### src/design/cmt_pkg.sv
// package for the per-channel lowest-code tracker
// assumes one clock domain and an AXI4-Lite register bus with 32-bit data
package cmt_pkg;

	// ----------------------------------------------------------------
	// bus and data widths
	// ----------------------------------------------------------------
	localparam int ADDR_W = 12;
	localparam int DATA_W = 32;
	localparam int STRB_W = DATA_W / 8;
	localparam int BYTE_W = 8;
	localparam int CODE_W = 2 * BYTE_W;
	localparam int NUM_CH = 8;
	localparam int CH_W = 3;
	localparam int IDX_W = 8;
	localparam int IDX_LSB = 2;

	// ----------------------------------------------------------------
	// register indices (byte address is four times the index)
	// ----------------------------------------------------------------
	localparam logic [IDX_W-1:0] IDX_CH0_MIN_LOW = 8'h80;
	localparam logic [IDX_W-1:0] IDX_CH1_MIN_HIGH = 8'h83;
	localparam logic [IDX_W-1:0] IDX_CH2_MIN_LOW = 8'h84;
	localparam logic [IDX_W-1:0] IDX_CH2_MIN_HIGH = 8'h85;
	localparam logic [IDX_W-1:0] IDX_CH3_MIN_LOW = 8'h86;
	localparam logic [IDX_W-1:0] IDX_CH3_MIN_HIGH = 8'h87;
	localparam logic [IDX_W-1:0] IDX_CH4_MIN_LOW = 8'h88;
	localparam logic [IDX_W-1:0] IDX_CH4_MIN_HIGH = 8'h89;
	localparam logic [IDX_W-1:0] IDX_CH5_MIN_LOW = 8'h8a;
	localparam logic [IDX_W-1:0] IDX_CH5_MIN_HIGH = 8'h8b;
	localparam logic [IDX_W-1:0] IDX_CH6_MIN_LOW = 8'h8c;
	localparam logic [IDX_W-1:0] IDX_CH6_MIN_HIGH = 8'h8d;
	localparam logic [IDX_W-1:0] IDX_CH7_MIN_LOW = 8'h8e;
	localparam logic [IDX_W-1:0] IDX_CH7_MIN_HIGH = 8'h8f;
	localparam logic [IDX_W-1:0] IDX_TRACK_ENABLE = 8'h90;

	// ----------------------------------------------------------------
	// reset values and responses
	// ----------------------------------------------------------------
	localparam logic [BYTE_W-1:0] MIN_BYTE_RESET = 8'hff;
	localparam logic [CODE_W-1:0] MIN_CODE_RESET = 16'hffff;
	localparam logic [NUM_CH-1:0] TRACK_ENABLE_RESET = 8'hff;
	localparam logic [1:0] RESP_OKAY = 2'h0;
	localparam logic [1:0] RESP_SLVERR = 2'h2;
	localparam logic [1:0] BE_LOW = 2'h1;
	localparam logic [1:0] BE_HIGH = 2'h2;
	localparam logic [1:0] BE_BOTH = 2'h3;

	// ----------------------------------------------------------------
	// types
	// ----------------------------------------------------------------
	typedef struct packed {
		logic [CH_W-1:0] ch;
		logic [CODE_W-1:0] code;
	} cmt_conv_t;

	typedef enum logic [2:0] {
		S_IDLE = 3'h1,
		S_CMP = 3'h2,
		S_RDATA = 3'h4
	} cmt_state_t;

endpackage

### src/design/cmt_min_store.sv
// storage of one lowest code per channel, byte-writable
// assumes a single writer; read data come out one cycle after the address
`timescale 1ns/1ps
`default_nettype none
module cmt_min_store
#(
	parameter int DEPTH = 8,
	parameter int AW = 3,
	parameter int W = 16,
	parameter logic [W-1:0] INIT = 16'hffff
)
(
	// clock and reset
	input wire logic aclk,
	input wire logic aresetn,
	// read port
	input wire logic [AW-1:0] rd_addr,
	output logic [W-1:0] rd_data,
	// write port with two byte enables
	input wire logic wr_en,
	input wire logic [1:0] wr_be,
	input wire logic [AW-1:0] wr_addr,
	input wire logic [W-1:0] wr_data
);
	logic [W-1:0] mem [DEPTH];

	always_ff @(posedge aclk)
	begin
		if (!aresetn)
		begin
			for (int i = 0; i < DEPTH; i++)
				mem[i] <= INIT;
			rd_data <= INIT;
		end
		else
		begin
			for (int b = 0; b < 2; b++)
				if (wr_en && wr_be[b])
					mem[wr_addr][b*(W/2) +: (W/2)] <= wr_data[b*(W/2) +: (W/2)];
			rd_data <= mem[rd_addr];
		end
	end
endmodule // cmt_min_store
`default_nettype wire

### src/design/cmt_tracker.sv
// per-channel lowest conversion code tracker with AXI4-Lite register access
// assumes conversions arrive synchronous to aclk as channel/code words
//
// Notes on behaviour
// - keep lowest code per channel since read
// - read returns byte, then reloads all ones
// - every minimum byte resets to all ones
// - low byte even address, high byte odd
// - channel addresses advance by two each
`timescale 1ns/1ps
`default_nettype none
module cmt_tracker
(
	// clock and reset
	input wire logic aclk,
	input wire logic aresetn,
	// conversion results
	input wire cmt_pkg::cmt_conv_t conv,
	input wire logic conv_valid,
	output logic conv_ready,
	// write address channel
	input wire logic [cmt_pkg::ADDR_W-1:0] s_axi_awaddr,
	input wire logic [2:0] s_axi_awprot,
	input wire logic s_axi_awvalid,
	output logic s_axi_awready,
	// write data channel
	input wire logic [cmt_pkg::DATA_W-1:0] s_axi_wdata,
	input wire logic [cmt_pkg::STRB_W-1:0] s_axi_wstrb,
	input wire logic s_axi_wvalid,
	output logic s_axi_wready,
	// write response channel
	output logic [1:0] s_axi_bresp,
	output logic s_axi_bvalid,
	input wire logic s_axi_bready,
	// read address channel
	input wire logic [cmt_pkg::ADDR_W-1:0] s_axi_araddr,
	input wire logic [2:0] s_axi_arprot,
	input wire logic s_axi_arvalid,
	output logic s_axi_arready,
	// read data channel
	output logic [cmt_pkg::DATA_W-1:0] s_axi_rdata,
	output logic [1:0] s_axi_rresp,
	output logic s_axi_rvalid,
	input wire logic s_axi_rready
);
	import cmt_pkg::*;

	// ----------------------------------------------------------------
	// address decode helpers
	// ----------------------------------------------------------------
	function automatic logic [IDX_W-1:0] reg_index(input logic [ADDR_W-1:0] a);
		return a[IDX_LSB +: IDX_W];
	endfunction

	function automatic logic addr_in_map(input logic [ADDR_W-1:0] a);
		return a[ADDR_W-1:IDX_LSB+IDX_W] == '0;
	endfunction

	// channel minimum block spans two indices per channel
	function automatic logic is_min_reg(input logic [ADDR_W-1:0] a);
		return addr_in_map(a) && reg_index(a) >= IDX_CH0_MIN_LOW && reg_index(a) <= IDX_CH7_MIN_HIGH;
	endfunction

	function automatic logic is_enable_reg(input logic [ADDR_W-1:0] a);
		return addr_in_map(a) && reg_index(a) == IDX_TRACK_ENABLE;
	endfunction

	// ----------------------------------------------------------------
	// state
	// ----------------------------------------------------------------
	cmt_state_t state;
	cmt_state_t next_state;
	cmt_conv_t conv_q;
	logic [NUM_CH-1:0] track_enable;
	logic ar_held;
	logic [ADDR_W-1:0] ar_addr_q;
	logic aw_held;
	logic [ADDR_W-1:0] aw_addr_q;
	logic w_held;
	logic [DATA_W-1:0] w_data_q;
	logic [STRB_W-1:0] w_strb_q;
	logic [CODE_W-1:0] stored_code;

	// ----------------------------------------------------------------
	// read path decode
	// ----------------------------------------------------------------
	wire logic ar_fire = s_axi_arvalid && s_axi_arready;
	wire logic r_fire = s_axi_rvalid && s_axi_rready;
	wire logic next_ar_held = ar_held ? !r_fire : ar_fire;
	wire logic in_idle = state == S_IDLE;
	wire logic in_cmp = state == S_CMP;
	wire logic in_rdata = state == S_RDATA;
	wire logic bus_wait = ar_held && !s_axi_rvalid && !in_rdata;
	wire logic next_rvalid = in_rdata || (s_axi_rvalid && !s_axi_rready);
	wire logic conv_fire = conv_valid && conv_ready && in_idle;
	wire logic [IDX_W-1:0] ar_idx = reg_index(ar_addr_q);
	// even index is the low byte, odd the high byte
	wire logic ar_high = ar_idx[0];
	// channel number from index bits above the byte select
	wire logic [CH_W-1:0] ar_ch = ar_idx[CH_W:1];
	wire logic ar_is_min = is_min_reg(ar_addr_q);
	wire logic ar_is_enable = is_enable_reg(ar_addr_q);
	wire logic [BYTE_W-1:0] held_byte = ar_high ? stored_code[CODE_W-1:BYTE_W] : stored_code[BYTE_W-1:0];

	// ----------------------------------------------------------------
	// sequencing: one store access per cycle, bus read or conversion
	// ----------------------------------------------------------------
	always_comb
	begin
		next_state = state;
		unique case (state)
			S_IDLE:
			begin
				if (conv_fire)
					next_state = S_CMP;
				else if (bus_wait)
					next_state = S_RDATA;
			end
			S_CMP:
				next_state = S_IDLE;
			S_RDATA:
				next_state = S_IDLE;
		endcase
	end

	wire logic next_in_rdata = next_state == S_RDATA;
	wire logic next_bus_wait = next_ar_held && !next_rvalid && !next_in_rdata;
	// a waiting bus read closes the door to conversions so it cannot starve
	wire logic next_conv_ready = next_state == S_IDLE && !next_bus_wait;

	// ----------------------------------------------------------------
	// store access
	// ----------------------------------------------------------------
	wire logic [CH_W-1:0] store_rd_addr = conv_fire ? conv.ch : ar_ch;
	// full sixteen-bit compare, strictly lower only
	wire logic code_lower = conv_q.code < stored_code;
	// update only from the channel's own conversions
	wire logic cmp_write = in_cmp && code_lower && track_enable[conv_q.ch];
	// read of a minimum byte reloads that byte with ones
	wire logic clear_write = in_rdata && ar_is_min;
	wire logic store_we = cmp_write || clear_write;
	wire logic [1:0] store_be = in_cmp ? BE_BOTH : (ar_high ? BE_HIGH : BE_LOW);
	wire logic [CH_W-1:0] store_wr_addr = in_cmp ? conv_q.ch : ar_ch;
	wire logic [CODE_W-1:0] store_wr_data = in_cmp ? conv_q.code : MIN_CODE_RESET;

	// store comes out of reset holding all ones
	cmt_min_store #(
		.DEPTH(NUM_CH),
		.AW(CH_W),
		.W(CODE_W),
		.INIT(MIN_CODE_RESET)
	) u_store (
		.aclk(aclk),
		.aresetn(aresetn),
		.rd_addr(store_rd_addr),
		.rd_data(stored_code),
		.wr_en(store_we),
		.wr_be(store_be),
		.wr_addr(store_wr_addr),
		.wr_data(store_wr_data)
	);

	// ----------------------------------------------------------------
	// read data selection
	// ----------------------------------------------------------------
	wire logic [DATA_W-1:0] read_word = ar_is_min ? {{(DATA_W-BYTE_W){1'b0}}, held_byte} :
		ar_is_enable ? {{(DATA_W-NUM_CH){1'b0}}, track_enable} : '0;
	wire logic [1:0] read_resp = (ar_is_min || ar_is_enable) ? RESP_OKAY : RESP_SLVERR;

	// ----------------------------------------------------------------
	// write path decode
	// ----------------------------------------------------------------
	wire logic aw_fire = s_axi_awvalid && s_axi_awready;
	wire logic w_fire = s_axi_wvalid && s_axi_wready;
	wire logic write_go = aw_held && w_held && !s_axi_bvalid;
	wire logic next_aw_held = write_go ? 1'b0 : (aw_held || aw_fire);
	wire logic next_w_held = write_go ? 1'b0 : (w_held || w_fire);
	wire logic next_bvalid = write_go || (s_axi_bvalid && !s_axi_bready);
	wire logic aw_is_enable = is_enable_reg(aw_addr_q);
	wire logic enable_write = write_go && aw_is_enable && w_strb_q[0];
	wire logic [1:0] write_resp = aw_is_enable ? RESP_OKAY : RESP_SLVERR;

	// ----------------------------------------------------------------
	// sequencer and conversion capture
	// ----------------------------------------------------------------
	always_ff @(posedge aclk)
	begin
		if (!aresetn)
		begin
			state <= S_IDLE;
			conv_ready <= 1'b0;
			conv_q <= '0;
		end
		else
		begin
			state <= next_state;
			conv_ready <= next_conv_ready;
			if (conv_fire)
				conv_q <= conv;
		end
	end

	// ----------------------------------------------------------------
	// read channels
	// ----------------------------------------------------------------
	always_ff @(posedge aclk)
	begin
		if (!aresetn)
		begin
			ar_held <= 1'b0;
			ar_addr_q <= '0;
			s_axi_arready <= 1'b0;
			s_axi_rvalid <= 1'b0;
			s_axi_rdata <= '0;
			s_axi_rresp <= RESP_OKAY;
		end
		else
		begin
			ar_held <= next_ar_held;
			s_axi_arready <= !next_ar_held;
			s_axi_rvalid <= next_rvalid;
			if (ar_fire)
				ar_addr_q <= s_axi_araddr;
			// held value leaves on the bus as the byte is reloaded
			if (in_rdata)
			begin
				s_axi_rdata <= read_word;
				s_axi_rresp <= read_resp;
			end
		end
	end

	// ----------------------------------------------------------------
	// write channels and tracking enable register
	// ----------------------------------------------------------------
	always_ff @(posedge aclk)
	begin
		if (!aresetn)
		begin
			aw_held <= 1'b0;
			w_held <= 1'b0;
			aw_addr_q <= '0;
			w_data_q <= '0;
			w_strb_q <= '0;
			s_axi_awready <= 1'b0;
			s_axi_wready <= 1'b0;
			s_axi_bvalid <= 1'b0;
			s_axi_bresp <= RESP_OKAY;
			track_enable <= TRACK_ENABLE_RESET;
		end
		else
		begin
			aw_held <= next_aw_held;
			w_held <= next_w_held;
			s_axi_awready <= !next_aw_held && !next_bvalid;
			s_axi_wready <= !next_w_held && !next_bvalid;
			s_axi_bvalid <= next_bvalid;
			if (aw_fire)
				aw_addr_q <= s_axi_awaddr;
			if (w_fire)
			begin
				w_data_q <= s_axi_wdata;
				w_strb_q <= s_axi_wstrb;
			end
			if (write_go)
				s_axi_bresp <= write_resp;
			if (enable_write)
				track_enable <= w_data_q[NUM_CH-1:0];
		end
	end
endmodule // cmt_tracker
`default_nettype wire

### config.mk
export PLATFORM = sky130hd
export DESIGN_NAME = cmt_tracker
export DESIGN_NICKNAME = d
export VERILOG_FILES = /design/src/design/cmt_pkg.sv /design/src/design/cmt_min_store.sv /design/src/design/cmt_tracker.sv
export SDC_FILE = /design/constraint.sdc
export NUM_CORES = 1
export LEC_CHECK = 0
export BUFFER_PORTS_ARGS = -buffer_cell sky130_fd_sc_hd__buf_2
export CAP_MARGIN = 40
export CORE_MARGIN = 2
export CORE_UTILIZATION = 40
export DETAILED_ROUTE_END_ITERATION = 8
export PLACE_DENSITY = 0.57
export SETUP_SLACK_MARGIN = 0.3
export SLEW_MARGIN = 40
export SYNTH_ARGS = -nofsm -noshare
export SYNTH_HDL_FRONTEND = slang
export SYNTH_SLANG_ARGS = --single-unit
### constraint.sdc
create_clock -name aclk -period 3.4 [get_ports aclk]
set_input_delay 0.68 -clock aclk [delete_from_list [all_inputs] [get_ports aclk]]
set_output_delay 0.68 -clock aclk [all_outputs]
set_load 0.03 [all_outputs]
==> flow_metrics.tcl, run 1 <==
set metrics [dict create \
    via_per_inst 5.64 \
    leakagePower_nw 3.86 \
    crit_path_end_kind "flop" \
    grt_pass1_wl_mm 45.5 \
    io_buffers 71 \
    ys_seq_elements 222 \
    antenna_found_initial 1 \
    grtUsageTotal_pct 21.8 \
    grt_setup_unrepaired "no" \
    final_max_slew_viol_count 0 \
    drcViolationCount 0 \
    synth_area_um2 10400 \
    wl_mm 29.4 \
    seqPwrFrac_pct 46.7 \
    max_freq_ghz 0.339 \
    finalWeightedCongestion 0.859 \
    std_cell_rows 59 \
    num_antenna_cells 0 \
    tightest_slew_ps 734 \
    yosys_most_used_dff "edfxtp_1" \
    power.density_nw_per_um2 531 \
    status "complete, no violations" \
    dp.final_hpwl_mm 18.5 \
    worst-path-max-fanout 5 \
    crit_type "reg -> reg" \
    crit_arrival_ps 3160 \
    htree_levels 1 \
    final_cell_count_no_fill 1446 \
    clk_pin_slew_ps 60 \
    die-area_um2 27400 \
    timing.final.crit_share_pct 86.7 \
    p_clk_share_pct 44.0 \
    crit_path_start_kind "flop" \
    drive_above_1_share_pct 15.9 \
    synth_edf_count 128 \
    ant_nets 0 \
    fp.coreArea_um2 25800 \
    syn-instance-count 1043 \
    period_minus_slack_ps 2950 \
    syn_to_final_growth_pct 13.9 \
    cts.path.max_buffers 3 \
    avgSynthCellArea_um2 10.0 \
    cts_tree "yes" \
    drt-pass1-iter-count 5 \
    peakVddDrop_mv 0.348 \
    clock_sinks 222 \
    grt_pass1_vias 7957 \
    ys_warn_count 0 \
    clock_latency_ps 510 \
    cts_hold_buf 0 \
    crit_required_ps 3620 \
    dr.first_iter.drc_count 706 \
    power_switching_mw 1.51 \
    whs_ps 405 \
    place_inst 1398 \
    maxCapViolCount 0 \
    internal-power_mw 4.80 \
    cts-buffers-inserted 24 \
    relSlewSlack_pct 51.1 \
    hold_viol_final 0 \
    async_reset_ff_share_pct 0 \
    combPwrFrac_pct 9.3 \
    cts_root_buf "clkbuf_16" \
    die_w_um 166 \
    skew_ps 10.1 \
    nets 1201 \
    die_h_um 166 \
    seq_area_frac_synth_pct 54.8 \
    swShare_pct 23.9 \
    ys_types 59 \
    grt_overflow 0 \
    fin_setup_tns_ps 0 \
    grt_max_degree 101 \
    io-pin-count 135 \
    initial_utilization_pct 40.4 \
    vias 8152 \
    post_drt_wl_per_cell_um 20.3 \
    hold_class "in -> reg" \
    finalSetupViolations 0 \
]
[final timing paths]
kind / startpoint / end / slack [ps] / depth (start not counted)
max: conv_q[1]$_SDFFE_PN0P_ / u_store.mem[7][15]$_SDFFCE_PN1P_ / 450 / 7
min: s_axi_wdata[6] / w_data_q[6]$_SDFFE_PN0P_ / 410 / 3
max reg2reg: conv_q[1]$_SDFFE_PN0P_ / u_store.mem[7][15]$_SDFFCE_PN1P_ / 450 / 7
min reg2reg: aw_addr_q[10]$_SDFFE_PN0P_ / aw_addr_q[10]$_SDFFE_PN0P_ / 450 / 2
[power by group through the flow]
stage | Sequential (mW) | Combinational [mW] | Clock [mW]
global route | 2.95 | 0.648 | 2.93
global placement | 3.00 | 0.585 | 0
CTS | 2.95 | 0.593 | 2.82
floorplan | 2.99 | 0.409 | 0
finish | 2.95 | 0.590 | 2.78
detailed placement | 3.00 | 0.591 | 0
[cells in the mapped netlist, types with 4 or more instances]
| cell | n | area share (%) |
|---|---|---|
| nor2_2 | 6 | 0.36 |
| o21ai_0 | 19 | 0.91 |
| a31oi_1 | 4 | 0.24 |
| dfxtp_1 | 94 | 18 |
| a211oi_1 | 49 | 3.5 |
| nor3_1 | 12 | 0.58 |
| and3_1 | 64 | 3.8 |
| ha_1 | 15 | 1.8 |
| nand3_1 | 133 | 6.4 |
| a2111oi_0 | 18 | 1.5 |
| nor2b_1 | 9 | 0.54 |
| and2_1 | 4 | 0.24 |
| buf_2 | 18 | 0.86 |
| and4_1 | 5 | 0.42 |
| o21ai_1 | 14 | 0.67 |
| a222oi_1 | 8 | 0.77 |
| inv_1 | 22 | 0.79 |
| buf_6 | 12 | 1.3 |
| a211o_1 | 4 | 0.34 |
| nor2_1 | 57 | 2.0 |
| nand2_1 | 118 | 4.2 |
| nor4_1 | 21 | 1.3 |
| edfxtp_1 | 128 | 37 |
| buf_4 | 29 | 2.1 |
| a21oi_1 | 68 | 3.3 |
| nand2b_1 | 9 | 0.54 |
| a31o_2 | 6 | 0.50 |
| buf_1 | 6 | 0.22 |
| or4_1 | 4 | 0.29 |
| clkbuf_1 | 46 | 1.7 |
[metal layers]
metal / vias up / global-route usage [%] / wire length (µm)
li1: 3914 / - / -
met3: 58 / 3.50 / 1880
met2: 288 / 36.2 / 13800
met4: 2 / 7.09 / 808
met1: 3890 / 29.3 / 12900
met5: - / 0 / 13
[sequential cells by signal, indices dropped and copies added (netlist names)]
| signal | cells |
|---|---|
| ar_held | 1 |
| s_axi_rvalid | 1 |
| s_axi_bvalid | 1 |
| ar_addr_q | 10 |
| u_store.mem | 128 |
| s_axi_rdata | 8 |
| w_data_q | 8 |
| s_axi_arready | 1 |
| state | 3 |
| w_strb_q | 1 |
| s_axi_wready | 1 |
| s_axi_awready | 1 |
| conv_ready | 1 |
| s_axi_rresp | 1 |
| w_held | 1 |
| conv_q | 19 |
| s_axi_bresp | 1 |
| track_enable | 8 |
| u_store.rd_data | 16 |
| aw_addr_q | 10 |
| aw_held | 1 |
[final cells by class]
class | count | area [µm²]
Fill cell | 2486 | 13900
Sequential cell | 222 | 5730
Multi-Input combinational cell | 713 | 4140
Clock buffer | 35 | 703
Timing Repair Buffer | 110 | 686
Tap cell | 335 | 419
Clock inverter | 9 | 143
Inverter | 22 | 82.6
[worst max-delay path, stage by stage (launching register included)]
cell       delay, ps
dfxtp_1          410
ha_1             270
a2111oi_2        430
a2111oi_4        100
buf_4            170
or4_1            520
o211ai_1         480
buf_4            260
[per-stage QoR]
step / instance area [µm²] / utilization (%) / worst slack, ps / total power, mW
floorplan: 10500 / - / 747 / 3.39
global placement: 11000 / 42.6 / 464 / 3.59
detailed placement: 11000 / 42.6 / 475 / 3.59
CTS: 11900 / 45.9 / 466 / 6.36
global route: 11900 / 46.0 / 325 / 6.53
finish: 11900 / 46.0 / 453 / 6.31
[cells by family after synthesis]
logic type | after synthesis | share of synthesized area [%]
flops | 222 | 54.8
buf+inv | 133 | 6.90
xor+xnor | 1 | 0.0839
simple gates | 460 | 22.5
other cells | 1 | 0.0359
compound gates | 207 | 13.4
fa+ha+maj | 15 | 1.80
mux | 4 | 0.395
[cell usage in the layout, fill, tap and decap left out, types with 6 or more instances in the layout]
master / count
nor2_1: 57
edfxtp_1: 128
conb_1: 26
nor2_2: 6
o21ai_0: 19
a31o_2: 6
clkbuf_1: 6
nor2b_1: 9
buf_4: 36
a21oi_1: 68
a222oi_1: 8
a211oi_1: 49
nor3_1: 10
clkbuf_16: 25
dfxtp_1: 94
inv_1: 21
and3_1: 64
nand2_1: 117
o21ai_1: 13
buf_2: 71
a2111oi_0: 18
nor4_1: 21
nand2b_1: 9
ha_1: 15
nand3_1: 132
[what timing repair did]
| action | 4_1_cts | 5_1_grt |
|---|---|---|
| buffers inserted | 0 | 4 |
| setup endpoints to repair | 0 | 8 |
| resized for setup | 0 | 0 |
Note: power is estimated with default switching activity, not from simulation.
==> run 2: changes to the inputs <==
- CTS_CLUSTER_SIZE: default -> 16
- HOLD_SLACK_MARGIN: default -> 0.08
- clock period: 3.4 -> 3.7 ns (I/O delays scaled with it)
==> run 2 against run 1 <==
Critical endpoint is now u_store.mem[0][8]$_SDFFCE_PN1P_. Via count fell by 1.3%. Largest power group unchanged. Die area stayed put. Clock skew is 7.1 ps higher. Sequential share of layout area is 0.92 points higher. Core utilization decreased by 0.87 points. Cell area fell by 1.9%. Cell count decreased by 0.76%.
==> flow_metrics.tcl, run 2 (synthesis gave the netlist of run 1 again) <==
set metrics [dict create \
    crit_type "reg -> reg" \
    tightest_slew_ps 820 \
    drcViolationCount 0 \
    die-area_um2 27400 \
    timing.final.crit_share_pct 82.0 \
    dp.final_hpwl_mm 18.4 \
    hold_path_depth 2 \
    cts_root_buf "clkbuf_16" \
    r2r_setup_slack_ps 670 \
    drt-pass1-iter-count 5 \
    crit_path_end_kind "flop" \
    reg.largest.list "u_store.mem: 128 flops, conv_q: 19 flops, u_store.rd_data: 16 flops" \
    peakVddDrop_mv 0.445 \
    status "complete, no violations" \
    final_cell_count_no_fill 1435 \
    cts.path.max_buffers 3 \
    final_max_slew_viol_count 0 \
    maxCapViolCount 0 \
    ant_nets 0 \
    crit_required_ps 3910 \
    grt_pass1_vias 7717 \
    worst-path-max-fanout 82 \
    crit_path_start_kind "flop" \
    skew_ps 17.3 \
    post_drt_wl_per_cell_um 20.1 \
    grtUsageTotal_pct 21.1 \
    syn_to_final_growth_pct 11.8 \
    num_antenna_cells 0 \
    cts_hold_buf 0 \
    grt_pass1_wl_mm 44.0 \
    htree_levels 1 \
    drive_above_1_share_pct 14.8 \
    reg2reg_depth 5 \
    fp.coreArea_um2 25800 \
    io_buffers 71 \
    fin_setup_tns_ps 0 \
    finalSetupViolations 0 \
    mostFrequentLayoutCell "nand3_1" \
    finalWeightedCongestion 0.839 \
    std_cell_rows 59 \
    cts-buffers-inserted 24 \
    postCtsSetupBuffers 0 \
    clock_latency_ps 520 \
    dr.first_iter.drc_count 602 \
    grt_overflow 0 \
    ctsResizeCount 0 \
    max_freq_ghz 0.330 \
    cts_tree "yes" \
    relSlewSlack_pct 45.3 \
    grt_max_degree 83 \
    die_h_um 166 \
    hold_viol_final 0 \
    nets 1190 \
    via_per_inst 5.60 \
    io-pin-count 135 \
    grt_setup_unrepaired "no" \
    postPlaceCellArea_um2 10900 \
    hold_class "reg -> reg" \
    clock_sinks 222 \
    power.density_nw_per_um2 469 \
    largest-register "u_store.mem" \
    layout_common_cells "nand3_1 (132), edfxtp_1 (128), nand2_1 (117)" \
    fin_area_um2 11700 \
    antenna_found_initial 1 \
    leakagePower_nw 3.74 \
    initial_utilization_pct 40.4 \
    clk_pin_slew_ps 60 \
    vias 8043 \
    period_minus_slack_ps 3030 \
    wl_mm 28.8 \
    crit_arrival_ps 3240 \
    place_inst 1391 \
    largest_reg_flops 128 \
    die_w_um 166 \
]
run 2: worst max-delay path: stages, from the launching register on:
cell and delay, ps:
dfxtp_1 500, or3b_1 510, a311oi_2 320, and4_4 490, buf_4 710, nand3_1 170
run 2: per-layer routing:
layer | up-vias | share of wire, % | track usage [%]
met5 | - | 0.045 | 0
met4 | 2 | 2.0 | 5.25
met3 | 53 | 7.5 | 3.47
met2 | 304 | 48 | 35.4
met1 | 3795 | 43 | 28.6
li1 | 3889 | - | -
run 2: layout make-up:
| type | instances | area (µm²) |
|---|---|---|
| fillers | 2509 | 14200 |
| flip-flops and latches | 222 | 5730 |
| multi-input cells | 713 | 4140 |
| clock buffers | 38 | 694 |
| repair buffers | 99 | 578 |
| well taps | 335 | 419 |
| inverters | 22 | 82.6 |
| clock inverters | 6 | 31.3 |
run 2: path summary, 6_finish.rpt:
check | startpoint | endpoint
max | state[1]$_SDFF_PN0_ | u_store.mem[0][8]$_SDFFCE_PN1P_
min | aw_addr_q[10]$_SDFFE_PN0P_ | aw_addr_q[10]$_SDFFE_PN0P_
max reg2reg | state[1]$_SDFF_PN0_ | u_store.mem[0][8]$_SDFFCE_PN1P_
min reg2reg | aw_addr_q[10]$_SDFFE_PN0P_ | aw_addr_q[10]$_SDFFE_PN0P_
run 2: where the power goes:
group / switching [mW] / total, mW / leakage (nW) / internal (mW)
sequential: 0.0544 / 2.71 / 1.63 / 2.65
combinational: 0.366 / 0.528 / 1.75 / 0.162
clock: 0.950 / 2.23 / 0.353 / 1.28
run 2: through the flow:
stage	setup slack [ps]	total power, mW	utilization (%)	hold WS, ps
after CTS	707	5.49	45.2	444
after detailed placement	721	3.29	42.4	441
after floorplan	1050	3.12	-	422
after global placement	705	3.28	42.3	439
after global routing	511	5.66	45.2	449
final	665	5.47	45.2	449
==> run 3: changes to the inputs <==
- clock period: 3.7 -> 3 ns (I/O delays scaled with it)
==> run 3 against run 2 <==
Cell area increased by 2.2%. Wire length is 0.95% higher. Global-route usage increased by 0.59 points. Critical path type unchanged.
==> flow_metrics.tcl, run 3 (synthesis gave the netlist of run 1 again) <==
set metrics [dict create \
    crit_type "reg -> reg" \
    path_depth 7 \
    tightest_slew_ps 734 \
    layout_common_cells "nand3_1 (132), edfxtp_1 (128), nand2_1 (117)" \
    io-pin-count 135 \
    max_freq_ghz 0.386 \
    num_antenna_cells 0 \
    crit-reg2reg-capture "u_store.mem[2][6]$_SDFFCE_PN1P_" \
    drcViolationCount 0 \
    combPwrFrac_pct 9.7 \
    drt-pass1-iter-count 8 \
    htree_levels 1 \
    crit_family "simple AND/OR/NAND/NOR gates" \
    crit_chain "ha_1, and4_1, nand2_1, a21oi_1, or4_1, o21ai_0, buf_4" \
    maxCapViolCount 0 \
    fillers 2487 \
    reg.largest.list "u_store.mem: 128 flops, conv_q: 19 flops, u_store.rd_data: 16 flops" \
    largest_reg_flops 128 \
    ant_nets 0 \
    swShare_pct 24.1 \
    grt_overflow 0 \
    via_per_inst 5.70 \
    crit_path_end_kind "flop" \
    die_w_um 166 \
    power_switching_mw 1.69 \
    hold_class "in -> reg" \
    status "complete, no violations" \
    p_clk_share_pct 42.9 \
    std_cell_rows 59 \
    relSlewSlack_pct 50.8 \
    grt_max_degree 66 \
    final_util_pct 46.2 \
    crit_path_start_kind "flop" \
    initial_utilization_pct 40.4 \
    clock_latency_ps 510 \
    die-area_um2 27400 \
    cts_tree "yes" \
    final_max_slew_viol_count 0 \
    max_stage_delay_ps 570 \
    period_minus_slack_ps 2590 \
    postCtsSetupBuffers 0 \
    grt_pass1_vias 8119 \
    syn_to_final_growth_pct 14.2 \
    clk_pin_slew_ps 60 \
    cts.path.max_buffers 3 \
    nets 1209 \
    crit_required_ps 3200 \
    largest-register "u_store.mem" \
    grt_setup_unrepaired "no" \
    leakagePower_nw 3.89 \
    seqPwrFrac_pct 47.4 \
    timing.rr.start "conv_q[8]$_SDFFE_PN0P_" \
    r2r_setup_slack_ps 410 \
    drive_above_1_share_pct 17.2 \
    vias 8284 \
    timing.final.crit_share_pct 86.5 \
    cts_root_buf "clkbuf_16" \
    finalWeightedCongestion 0.830 \
    postPlaceCellArea_um2 11100 \
    dp_slack_ps 285 \
    grt_pass1_wl_mm 45.7 \
    fin_ws_ps 406 \
    wl_mm 29.1 \
    crit_arrival_ps 2800 \
    peakVddDrop_mv 0.574 \
    mostFrequentLayoutCell "nand3_1" \
    antenna_found_initial 0 \
    reg2reg_depth 7 \
    slowest_stage "or4_1" \
    finalSetupViolations 0 \
    clock_sinks 222 \
    post_drt_wl_per_cell_um 20.0 \
    critPathLaunch "conv_q[8]$_SDFFE_PN0P_" \
    grtUsageTotal_pct 21.7 \
    path_buf_inv 1 \
    fin_setup_tns_ps 0 \
    dr.first_iter.drc_count 600 \
    skew_ps 11.1 \
    cts-buffers-inserted 23 \
    power.density_nw_per_um2 590 \
    internal-power_mw 5.34 \
    die_h_um 166 \
    fin_area_um2 11900 \
    dp.final_hpwl_mm 18.7 \
    endpoint "u_store.mem[2][6]$_SDFFCE_PN1P_" \
    worst-path-max-fanout 8 \
    hold_viol_final 0 \
    io_buffers 71 \
    fp.coreArea_um2 25800 \
]
## run 3: worst reg2reg max path: cells and delay by family (launching register included)
kind	cells	cell delay (ps)
AO/OA/AOI/OAI	2	370
buffers and inverters	1	260
adder cells (fa/ha/maj)	1	270
AND/OR/NAND/NOR	3	950
flip-flops	1	450
## run 3: power by group through the flow
stage          registers [mW]  clock network (mW)  logic (mW)
5_1_grt                  3.34                3.19       0.748
2_1_floorplan            3.38                   0       0.464
3_3_place_gp             3.40                   0       0.676
3_5_place_dp             3.40                   0       0.679
4_1_cts                  3.33                3.06       0.683
6_report                 3.33                3.02       0.681
## run 3: metrics by stage
stage / hold slack, ps / std cells / power [mW]
floorplan: 422 / 1068 / 3.85
global placement: 440 / 1411 / 4.07
detailed placement: 442 / 1411 / 4.08
CTS: 317 / 1453 / 7.08
global route: 321 / 1453 / 7.28
finish: 323 / 1453 / 7.03
## run 3: worst min path at each step
stage	startpoint	endpoint	slack, ps	depth (start not counted)
3_3_place_gp	aw_addr_q[5]$_SDFFE_PN0P_	aw_addr_q[5]$_SDFFE_PN0P_	440	2
4_1_cts	s_axi_araddr[7]	ar_addr_q[7]$_SDFFE_PN0P_	320	3
6_report	conv[8]	conv_q[8]$_SDFFE_PN0P_	320	3
2_1_floorplan	aw_held$_SDFF_PN0_	s_axi_awready$_SDFF_PN0_	420	1
3_5_place_dp	aw_addr_q[5]$_SDFFE_PN0P_	aw_addr_q[5]$_SDFFE_PN0P_	440	2
5_1_grt	conv[1]	conv_q[1]$_SDFFE_PN0P_	320	3
## run 3: layout make-up
type                    instances  area (µm²)  share of cell area [%]
clock buffers                  30         643                    5.39
well taps                     335         419                    3.51
flip-flops and latches        222        5730                    48.0
inverters                      22        82.6                   0.692
multi-input cells             713        4140                    34.7
repair buffers                119         757                    6.35
clock inverters                12         161                    1.35
## run 3: what timing repair did
action,4_1_cts,5_1_grt
setup endpoints to repair,16,95
gates resized for setup,3,7
hold buffers,0,0
cloned,0,0
## run 3: layer usage
layer	part of all wire [%]	track usage, %	vias up
li1	-	-	3932
met1	42	28.6	4018
met2	49	37.3	284
met3	6.7	3.20	50
met4	2.2	6.11	0
met5	0	0	-
